## config.mk

```make
export PLATFORM = sky130hd
export DESIGN_NAME = smas_slave
export DESIGN_NICKNAME = d
export VERILOG_FILES = /design/src/smas_pkg.sv /design/src/smas_mem.sv /design/src/smas_slave.sv
export SDC_FILE = /design/constraint.sdc
export NUM_CORES = 2
export LEC_CHECK = 0
export BUFFER_PORTS_ARGS = -buffer_cell sky130_fd_sc_hd__buf_2
export CAP_MARGIN = 10
export CORE_MARGIN = 2
export CORE_UTILIZATION = 55
export DETAILED_ROUTE_END_ITERATION = 10
export GPL_TIMING_DRIVEN = 0
export MAX_ROUTING_LAYER = met4
export PLACE_DENSITY = 0.76
export SETUP_SLACK_MARGIN = 0.15
export SLEW_MARGIN = 20
export SYNTH_ARGS = -nofsm -noshare
export SYNTH_HDL_FRONTEND = slang
export SYNTH_SLANG_ARGS = --single-unit
```

## constraint.sdc

```tcl
create_clock -name clock -period 5.4 [get_ports clock]
set_input_delay 0 -clock clock [delete_from_list [all_inputs] [get_ports clock]]
set_output_delay 0 -clock clock [all_outputs]
set_load 0.005 [all_outputs]
```

## src/smas_pkg.sv

```systemverilog
package smas_pkg;

  // ---------------------------------------------------------------------
  // bus and memory geometry
  // ---------------------------------------------------------------------
  localparam int          DATA_W          = 8;
  localparam int          ROW_BYTES       = 8;
  localparam int          ROW_BITS        = 3;
  localparam int          MEM_DEPTH       = 256;
  localparam logic [3:0]  SLAVE_PREFIX    = 4'ha;
  localparam logic [7:0]  ADDR_RESET      = 8'h00;

  // ---------------------------------------------------------------------
  // extinction-ratio setting
  // ---------------------------------------------------------------------
  localparam logic [7:0]  ER_LOW_MIN      = 8'h1c;
  localparam logic [7:0]  ER_LOW_MAX      = 8'h68;
  localparam logic [7:0]  ER_HIGH_MIN     = 8'h9c;
  localparam logic [7:0]  ER_HIGH_MAX     = 8'he8;
  localparam logic [7:0]  ER_OFFSET       = 8'h00;
  localparam logic [7:0]  ER_RESET        = 8'h1c;

  // ---------------------------------------------------------------------
  // timing
  // ---------------------------------------------------------------------
  localparam int          CLK_MHZ         = 25;
  localparam int          NV_WRITE_US     = 10;
  localparam int          NV_WRITE_CYC    = NV_WRITE_US * CLK_MHZ;
  localparam int          NVW_CNT_W       = 16;

  // ---------------------------------------------------------------------
  // types
  // ---------------------------------------------------------------------
  typedef enum logic [2:0] {
    SMAS_IDLE  = 3'b000,
    SMAS_ADDR  = 3'b001,
    SMAS_AACK  = 3'b011,
    SMAS_WRX   = 3'b010,
    SMAS_WACK  = 3'b110,
    SMAS_RTX   = 3'b111,
    SMAS_RACK  = 3'b101,
    SMAS_IGN   = 3'b100
  } smas_state_type;

  typedef struct packed {
    logic       wrEn;
    logic [7:0] addr;
    logic [7:0] data;
  } smas_mem_req_type;

  typedef struct packed {
    logic in;
    logic out;
    logic oe;
  } smas_pin_type;

endpackage : smas_pkg

```

## src/smas_mem.sv

```systemverilog
`timescale 1ns/100ps
module smas_mem (
  input  wire logic                      clock,
  input  smas_pkg::smas_mem_req_type     req,
  output logic [7:0]                     rdData
);
  import smas_pkg::*;

  logic [7:0] store [MEM_DEPTH];

  // ---------------------------------------------------------------------
  // storage with registered read
  // ---------------------------------------------------------------------
  always_ff @(posedge clock) begin
    if (req.wrEn) begin
      store[req.addr] <= req.data;
    end
    rdData <= store[req.addr];
  end

endmodule : smas_mem

```

## src/smas_slave.sv

```systemverilog
`timescale 1ns/100ps
// Behaviour
// - program row for write time after stop
// - no address acknowledge while programming
// - whole 8-byte row reprogrammed
// - unchanged row bytes keep contents
// - reads start at address counter
// - dummy write loads counter for read
// - master ack yields another read byte
// - extinction setting low range 28..104
// - code 156 starts high range to 232
// - eight devices via select pins
// - match 1010 plus select bits only
// - write counter wraps within row
module smas_slave (
  input  wire logic            clock,
  input  wire logic            rst,
  input  wire logic            sclIn,
  input  wire logic            sdaIn,
  output logic                 sdaOut,
  output logic                 sdaOe,
  input  wire logic [2:0]      addressSelect,
  output logic [7:0]           extinctionRatioSetting,
  output logic                 erHighRange,
  output logic                 nvBusy
);
  import smas_pkg::*;

  // ---------------------------------------------------------------------
  // input synchronisers
  // ---------------------------------------------------------------------
  logic [1:0] sclSync_ff, sdaSync_ff;
  logic [2:0] selMeta_ff, selSync_ff;
  logic       sclD_ff, sdaD_ff;
  always_ff @(posedge clock or posedge rst) begin
    if (rst) begin
      sclSync_ff <= 2'h3;
      sdaSync_ff <= 2'h3;
      selMeta_ff <= 3'h0;
      selSync_ff <= 3'h0;
      sclD_ff    <= 1'b1;
      sdaD_ff    <= 1'b1;
    end else begin
      sclSync_ff <= {sclSync_ff[0], sclIn};
      sdaSync_ff <= {sdaSync_ff[0], sdaIn};
      selMeta_ff <= addressSelect;
      selSync_ff <= selMeta_ff;
      sclD_ff    <= sclSync_ff[1];
      sdaD_ff    <= sdaSync_ff[1];
    end
  end

  logic scl, sda, sclRise, sclFall, startCond, stopCond;
  assign scl       = sclSync_ff[1];
  assign sda       = sdaSync_ff[1];
  assign sclRise   = scl & ~sclD_ff;
  assign sclFall   = ~scl & sclD_ff;
  assign startCond = scl & sclD_ff & ~sda & sdaD_ff;
  assign stopCond  = scl & sclD_ff & sda & ~sdaD_ff;

  // ---------------------------------------------------------------------
  // state
  // ---------------------------------------------------------------------
  smas_state_type   state_ff;
  logic [3:0]       bitCnt_ff;
  logic [7:0]       shift_ff;
  logic [7:0]       addrCnt_ff;
  logic             haveAddr_ff;
  logic             isRead_ff;
  logic             dirty_ff;
  logic [NVW_CNT_W-1:0] nvCnt_ff;
  logic [7:0]       erReg_ff;
  logic [7:0]       memRd;
  smas_mem_req_type memReq;

  logic addrMatch;
  assign addrMatch = (shift_ff[6:3] == SLAVE_PREFIX) &&
                     (shift_ff[2:0] == selSync_ff);

  logic byteDone;
  assign byteDone = sclRise && (bitCnt_ff == 4'h7);

  // ---------------------------------------------------------------------
  // byte shifter and bit counter
  // ---------------------------------------------------------------------
  always_ff @(posedge clock or posedge rst) begin
    if (rst) begin
      bitCnt_ff <= 4'h0;
      shift_ff  <= 8'h00;
    end else if (startCond) begin
      bitCnt_ff <= 4'h0;
    end else if (sclRise) begin
      if (state_ff == SMAS_ADDR || state_ff == SMAS_WRX) begin
        shift_ff <= {shift_ff[6:0], sda};
      end
      bitCnt_ff <= (bitCnt_ff == 4'h8) ? 4'h0 : bitCnt_ff + 4'h1;
    end
  end

  // ---------------------------------------------------------------------
  // protocol state machine
  // ---------------------------------------------------------------------
  always_ff @(posedge clock or posedge rst) begin
    if (rst) begin
      state_ff <= SMAS_IDLE;
      isRead_ff <= 1'b0;
    end else if (startCond) begin
      state_ff <= SMAS_ADDR;
    end else if (stopCond) begin
      state_ff <= SMAS_IDLE;
    end else begin
      case (state_ff)
        SMAS_ADDR: begin
          if (byteDone) begin
            isRead_ff <= sda;
            if (addrMatch && !nvBusy) begin
              state_ff <= SMAS_AACK;
            end else begin
              state_ff <= SMAS_IGN;
            end
          end
        end
        SMAS_AACK: begin
          if (sclFall && bitCnt_ff == 4'h0) begin
            state_ff <= isRead_ff ? SMAS_RTX : SMAS_WRX;
          end
        end
        SMAS_WRX: begin
          if (byteDone) begin
            state_ff <= SMAS_WACK;
          end
        end
        SMAS_WACK: begin
          if (sclFall && bitCnt_ff == 4'h0) begin
            state_ff <= SMAS_WRX;
          end
        end
        SMAS_RTX: begin
          if (byteDone) begin
            state_ff <= SMAS_RACK;
          end
        end
        SMAS_RACK: begin
          if (sclRise) begin
            state_ff <= sda ? SMAS_IGN : SMAS_RTX;
          end
        end
        default: begin
          state_ff <= state_ff;
        end
      endcase
    end
  end

  // ---------------------------------------------------------------------
  // address counter and write capture
  // ---------------------------------------------------------------------
  logic wrStrobe;
  assign wrStrobe = (state_ff == SMAS_WRX) && byteDone && haveAddr_ff;

  always_ff @(posedge clock or posedge rst) begin
    if (rst) begin
      addrCnt_ff  <= ADDR_RESET;
      haveAddr_ff <= 1'b0;
      dirty_ff    <= 1'b0;
    end else begin
      if (state_ff == SMAS_AACK) begin
        haveAddr_ff <= 1'b0;
      end
      if ((state_ff == SMAS_WRX) && byteDone && !haveAddr_ff) begin
        addrCnt_ff  <= {shift_ff[6:0], sda};
        haveAddr_ff <= 1'b1;
      end else if (wrStrobe) begin
        dirty_ff   <= 1'b1;
        addrCnt_ff <= {addrCnt_ff[7:ROW_BITS],
                       addrCnt_ff[ROW_BITS-1:0] + 3'h1};
      end else if (state_ff == SMAS_RTX && byteDone) begin
        addrCnt_ff <= addrCnt_ff + 8'h01;
      end
      if (stopCond && dirty_ff) begin
        dirty_ff <= 1'b0;
      end
    end
  end

  // ---------------------------------------------------------------------
  // nonvolatile row programming timer
  // ---------------------------------------------------------------------
  always_ff @(posedge clock or posedge rst) begin
    if (rst) begin
      nvCnt_ff <= '0;
    end else if (stopCond && dirty_ff) begin
      nvCnt_ff <= NVW_CNT_W'(NV_WRITE_CYC);
    end else if (nvCnt_ff != '0) begin
      nvCnt_ff <= nvCnt_ff - NVW_CNT_W'(1);
    end
  end
  assign nvBusy = (nvCnt_ff != '0);

  // ---------------------------------------------------------------------
  // memory: byte-wide writes leave the rest of the row intact
  // ---------------------------------------------------------------------
  always_comb begin
    memReq.wrEn = wrStrobe;
    memReq.addr = addrCnt_ff;
    memReq.data = {shift_ff[6:0], sda};
  end

  smas_mem smas_mem_inst (
    .clock  (clock),
    .req    (memReq),
    .rdData (memRd)
  );

  // ---------------------------------------------------------------------
  // extinction-ratio setting
  // ---------------------------------------------------------------------
  always_ff @(posedge clock or posedge rst) begin
    if (rst) begin
      erReg_ff <= ER_RESET;
    end else if (wrStrobe && addrCnt_ff == ER_OFFSET) begin
      if ((memReq.data >= ER_LOW_MIN && memReq.data <= ER_LOW_MAX) ||
          (memReq.data >= ER_HIGH_MIN &&
           memReq.data <= ER_HIGH_MAX)) begin
        erReg_ff <= memReq.data;
      end
    end
  end
  assign extinctionRatioSetting = erReg_ff;
  assign erHighRange = (erReg_ff >= ER_HIGH_MIN);

  // ---------------------------------------------------------------------
  // sda driver
  // ---------------------------------------------------------------------
  logic [7:0] txByte_ff;
  logic       sdaOe_ff;
  always_ff @(posedge clock or posedge rst) begin
    if (rst) begin
      txByte_ff <= 8'h00;
      sdaOe_ff  <= 1'b0;
    end else if (startCond || stopCond) begin
      sdaOe_ff <= 1'b0;
    end else if (sclFall) begin
      case (state_ff)
        SMAS_AACK, SMAS_WACK: begin
          if (bitCnt_ff == 4'h8) begin
            sdaOe_ff <= 1'b1;
          end else if (isRead_ff && state_ff == SMAS_AACK) begin
            txByte_ff <= {memRd[6:0], 1'b0};
            sdaOe_ff  <= ~memRd[7];
          end else begin
            sdaOe_ff <= 1'b0;
          end
        end
        SMAS_WRX: begin
          sdaOe_ff <= (bitCnt_ff == 4'h8);
        end
        SMAS_RTX: begin
          if (bitCnt_ff == 4'h0) begin
            txByte_ff <= {memRd[6:0], 1'b0};
            sdaOe_ff  <= ~memRd[7];
          end else begin
            sdaOe_ff  <= ~txByte_ff[7];
            txByte_ff <= {txByte_ff[6:0], 1'b0};
          end
        end
        SMAS_RACK: begin
          sdaOe_ff <= 1'b0;
        end
        default: begin
          sdaOe_ff <= 1'b0;
        end
      endcase
    end
  end
  assign sdaOe  = sdaOe_ff;
  assign sdaOut = 1'b0;

endmodule : smas_slave

```

## After elaboration in Yosys (flattened, before gate mapping)

Memory sizes are Yosys's and may differ from the RTL's. A register that Yosys moved wholly into a read port is not among the register bits.
Index checks and enable logic that the tools add are counted.

| cells by class | value |
|---|---|
| add/subtract/negate cells | 4 |
| reductions and logical operators | 38 |
| equality and inequality tests | 20 |
| mux-type cells | 37 |
| order comparisons | 5 |
| bitwise operators | 16 |

Operators by type and width:

| cell | number |
|---|---|
| 2-to-1 mux 8 bit | 6 |
| 2-to-1 mux 16 bit | 2 |
| 2-to-1 mux 3 bit | 10 |
| inequality test 4 bit, second input constant | 6 |
| one-hot mux 3 bit (6 select lines) | 1 |
| greater-or-equal comparator 8 bit, second input constant | 2 |
| one-hot mux 8 bit (2 select lines) | 1 |
| nonzero test 16 bit | 1 |
| subtractor 16 x 1 -> 16 bit, second input constant | 1 |
| nonzero test 2 bit | 7 |
| logical AND 1 bit | 13 |
| 2-to-1 mux 1 bit | 12 |
| 2-to-1 mux 4 bit | 3 |
| == test 3 bit, second input constant | 3 |
| NOT 1 bit | 9 |
| adder 8 x 1 -> 8 bit, second input constant | 1 |
| == test 4 bit, second input constant | 2 |
| greater-or-equal comparator 8 x 5 -> 1 bit, second input constant | 1 |
| <= comparator 8 x 7 -> 1 bit, second input constant | 1 |
| <= comparator 8 bit, second input constant | 1 |
| logical NOT 8 bit | 1 |
| nonzero test 8 bit | 1 |
| AND 1 bit | 7 |
| AND reduction 7 bit | 1 |
| 19 further kinds | 27 |

| storage, ports and cells | value |
|---|---|
| register bits | 70 |
| output and inout port bits | 12 |
| word-level logic and storage cells | 139 |
| bits in writable memories | 2048 |
| memories | 1 |
| input port bits | 7 |

Memories:

| memory | words | bits a word | rd ports | clocked after memory_dff | wr ports | line | text |
|---|---|---|---|---|---|---|---|
| smas_mem_inst.store | 256 | 8 | 1 | 1 | 1 | smas_mem.sv:9 | `logic [7:0] store [MEM_DEPTH];` |

## Depth between registers and ports, before layout

| depth | value |
|---|---|
| depth in word-level cells | 8 |
| mapped depth | 11 |
| mapped depth without buffers | 8 |

## Hierarchy

Synthesis repeated with hierarchy kept, for this count alone.

| second synthesis, totals | value |
|---|---|
| cells, all modules | 3876 |
| area total of the unflattened synthesis | 81989.9 um^2 |

Modules (own cells, without submodules):

| module | area an instance (um^2) | instances | sequential area each (um^2) | cells each |
|---|---|---|---|---|
| smas_mem | 78492.8 | 1 | 61659.1 | 3547 |
| smas_slave | 3497.1 | 1 | 1737.9 | 329 |

## Worst setup path after synthesis

OpenSTA, ideal clock, no wires.

| timing | value |
|---|---|
| kind | reg2reg |
| start | register shift_ff[1] |
| end | register erReg_ff[1] (netlist: extinctionRatioSetting[1]) |
| required time | 5.257 ns |
| setup time | 0.143 ns |
| period minus slack after synthesis | 4.840 ns |
| arrival time | 4.697 ns |
| slack | 0.560 ns |
| cell stages (with the launch flop) | 8 |
| buffers on the path | 1 |
| cell sequence | dfrtp_1 or3_1 a21oi_1 nor2_1 nor4_4 and2b_1 buf_6 mux2_4 |

| between the ends | value |
|---|---|
| word-level cells in the longest chain between the ends | 4 |
| elaborated cells between the ends (all ways) | 8 |
| classes of those cells | 4 x order compare; 4 x reduce/logical |

RTL lines:

| item | line | text |
|---|---|---|
| from (decl) | smas_slave.sv:66 | `logic [7:0] shift_ff;` |
| from (signal assigned) | smas_slave.sv:94 | `shift_ff <= {shift_ff[6:0], sda};` |
| greater-or-equal comparator 8 x 5 -> 1 bit (tied with other cells) | smas_slave.sv:222 | `if ((memReq.data >= ER_LOW_MIN && memReq.data <= ER_LOW_MAX) \|\|` |
| logical AND 1 bit, on equally long branches | smas_slave.sv:222, smas_slave.sv:223 |  |
| logical OR 1 bit (*) | smas_slave.sv:222 |  |
| AND reduction 2 bit (no source line) (*) | n/a |  |
| to (signal assigned) | smas_slave.sv:225 | `erReg_ff <= memReq.data;` |
| to (decl) | smas_slave.sv:72 | `logic [7:0] erReg_ff;` |

Mark *: on every way between the ends. The rest lies on a longest branch, timed or not.
A chain may end at the register's enable or synchronous reset.

## Worst setup path in the final report

| timing | value |
|---|---|
| start | register addrCnt_ff[3] |
| end | memory smas_mem_inst.store[90][2], enable pin |

RTL lines:

| item | line | text |
|---|---|---|
| from (decl) | smas_slave.sv:67 | `logic [7:0] addrCnt_ff;` |
| from (signal assigned) | smas_slave.sv:171 | `addrCnt_ff <= {shift_ff[6:0], sda};` |
| from (signal assigned) | smas_slave.sv:175 | `addrCnt_ff <= {addrCnt_ff[7:ROW_BITS],` |
| from (signal assigned) | smas_slave.sv:178 | `addrCnt_ff <= addrCnt_ff + 8'h01;` |
| to (decl) | smas_mem.sv:9 |  |

No word-level cell before the write port.

==> results_dict.tcl <==
set metrics [dict create \
    grt_max_degree 86 \
    io_pins 19 \
    viasPerCell 6.88 \
    drv_cap 0 \
    cts.clk_slew.worst_paths_ns 0.07 \
    slowest_stage "nand3_1" \
    avgSynthCellArea_um2 21.1 \
    regToRegSetupSlack_ns -0.16 \
    start_util_pct 55.4 \
    syn_inst 3872 \
    drt_iter0_markers 7475 \
    gr-total-overflow 0 \
    synth_area_leaders "edfxtp_1, mux4_2, a22oi_1, dfrtp_1, nor2_1" \
    synthFlopType "edfxtp_1" \
    multi_input_area_um2 17300 \
    clk_path_buf_depth 3 \
    crit_start "addrCnt_ff[3]" \
    clock-sinks 2125 \
    fin_util_pct 62.2 \
    cp-start-kind "flop" \
    synthArstFlopShare_pct 3.25 \
    placedCellCount 5855 \
    drtAntennaViolNets 0 \
    synth_top_area_share_pct 75.1 \
    grt_usage_pct 30.0 \
    hp-class "input pin to asynchronous set/reset pin" \
    synthToLayoutAreaGrowth_pct 12.2 \
    totalWireLength_um 220000 \
    fin_ws_ns -0.159 \
    endpoint "smas_mem_inst.store[90][2]" \
    synth_nets 3887 \
    max_freq_mhz 180 \
    clockRootBuffer "clkbuf_16" \
    synth_edf_count 2048 \
    dieArea_um2 152000 \
    path_cells "buf_2 -> nor2b_1 -> clkbuf_1 -> clkbuf_2 -> clkbuf_1 -> nand3_1 -> buf_2 -> nor2_1" \
    rows 141 \
    antenna_found_initial 13 \
    num_vias 43000 \
    status "finished, violations left" \
    reg2regPathDepth 8 \
    fin_crit_sh_pct 103 \
    drc_errors 0 \
    cpPeakStageDelay_ns 1.05 \
    violations "negative setup slack" \
    synth_seq_cells 2125 \
    fp.dieW_um 390 \
    finClkSkew_ns 0.0436 \
    worst_slew_pin_slew_ns 1.23 \
    cts_made_buffers 196 \
    cts_tree "done" \
    final_common_cell "edfxtp_1" \
    synthDistinctLibCells 57 \
    tns_ns -13.25 \
    setup_violations 148 \
    register_area_um2 63400 \
    core_area_um2 148000 \
    layout_common_cells "edfxtp_1, mux4_2, nor2_1" \
    ys_warn_count 0 \
    cp_max_fo 10 \
    n_fill_cell 9511 \
    setup.worst_path.class "flop to flop" \
    p_leak_uw 0.0280 \
    grt_pass1_wl_um 308000 \
    fin_crit_ns 5.56 \
    critPathCaptureType "flop" \
    irDropWorstVdd_mv 0.497 \
    slew_headroom_pct 17.9 \
    dr.pass1.iters 7 \
    hpwl_um 142000 \
    maxSlewViolCount 0 \
    die_h_um 390 \
    fin_nets 4150 \
    insertion_delay_ns 0.85 \
    hold_viol 0 \
    netlist_area_um2 81800 \
    layout-drive-gt1-share_pct 23.1 \
    r2r_start "addrCnt_ff[3]" \
    cp_data_arrival_time_ns 6.02 \
    grt_setup_unrepaired "yes" \
    power_density_nw_per_um2 414 \
    post-synth-top-area-cell "edfxtp_1" \
    required_ns 5.86 \
    h-tree-depth 4 \
    grt_pass1_vias 41800 \
    wl_per_cell_um 35.2 \
    place_congestion 1.02 \
    r2r_end "smas_mem_inst.store[90][2]" \
    port-buffer-count 17 \
    seq_area_frac_synth_pct 77.5 \
    finalNonFillerCells 6253 \
]
==> routing by layer <==
layer / GRT usage (%) / routed length [um]
met5: - / 0
met4: 15.2 / 12700
met3: 8.75 / 29000
met2: 43.6 / 101000
met1: 38.9 / 76800
==> worst max-delay path: cells and delay by family, from the launching register on <==
family | cells | cell delay, ns
flip-flops | 1 | 0.33
AND/OR/NAND/NOR | 3 | 1.99
buffers and inverters | 5 | 2.80
==> sequential cells by signal, indices dropped and copies added (netlist names), 4 cells and up <==
name,cells
smas_mem_inst.store,2048
extinctionRatioSetting,8
shift_ff,7
smas_mem_inst.rdData,8
addrCnt_ff,8
txByte_ff,7
bitCnt_ff,4
nvCnt_ff,16
==> cell usage after synthesis (8+ instances only) <==
master	count
nor2_1	287
dfrtp_1	60
xor2_1	11
inv_1	14
nor2b_1	10
nand2b_1	8
buf_2	76
nor3_1	8
mux2_2	10
mux2i_1	8
nand2_1	50
buf_4	9
a22oi_1	258
xnor2_1	10
dfstp_2	9
a21oi_1	144
dfxtp_1	8
ha_1	8
mux4_2	512
nand3_1	27
buf_1	34
o21ai_0	20
nor3b_1	8
o41ai_1	32
nand4_1	17
clkbuf_1	116
edfxtp_1	2048
==> metrics by stage <==
| stage | hold WS (ns) | setup WS (ns) | power [uW] | instance area, um^2 |
|---|---|---|---|---|
| 2_1_floorplan | 0.00448 | 0.560 | 22700 | 81800 |
| 3_3_place_gp | 0.107 | -2.97 | 24300 | 84300 |
| 3_5_place_dp | -0.00626 | 0.112 | 24600 | 85300 |
| 4_1_cts | 0.217 | 0.0335 | 38000 | 91800 |
| 5_1_grt | 0.345 | -0.155 | 38900 | 91800 |
| 6_report | 0.312 | -0.159 | 38100 | 91900 |
==> where the power goes <==
part           internal (uW)  leakage, uW  switching, uW
clock network           7700      0.00308           6020
registers              20100       0.0197            440
logic                    821      0.00528           3000
total                  28600       0.0280           9460
==> worst min path at each step <==
| stage | endpoint | depth (start not counted) |
|---|---|---|
| detailed placement | selSync_ff[2] | 2 |
| global placement | sdaSync_ff[0] | 1 |
| finish | extinctionRatioSetting[7] | 4 |
| global route | sdaSync_ff[0] | 3 |
| CTS | selMeta_ff[1] | 4 |
| floorplan | sclSync_ff[0] | 0 |
==> cell families after synthesis <==
kind of cell	synth area share, %
AOI/OAI and AO/OA	3.89
adders and majority gates	0.122
xor gates and xnor gates	0.225
DFF	77.5
other	0.00458
and+or+nand+nor	2.48
buffers and inverters	1.38
muxes	14.4
==> repair_timing <==
action	in CTS	in global routing
cloned	0	0
gates resized for setup	0	2
endpoints found under the hold margin	74	0
setup buffers	0	0
endpoints found under the setup margin	183	304
hold buffers	12	0
==> final cells by class <==
type                            instances  share of cell area [%]
Tap cell                             1930                    2.63
Inverter                               14                  0.0599
Clock buffer                          245                    5.71
Sequential cell                      2125                    69.1
Clock inverter                        118                    1.17
Multi-Input combinational cell       1492                    18.9
Buffer                                241                    1.19
Timing Repair Buffer                   65                    1.24
Antenna cell                           23                  0.0627
No activity file was read; power rests on OpenSTA's default activity.
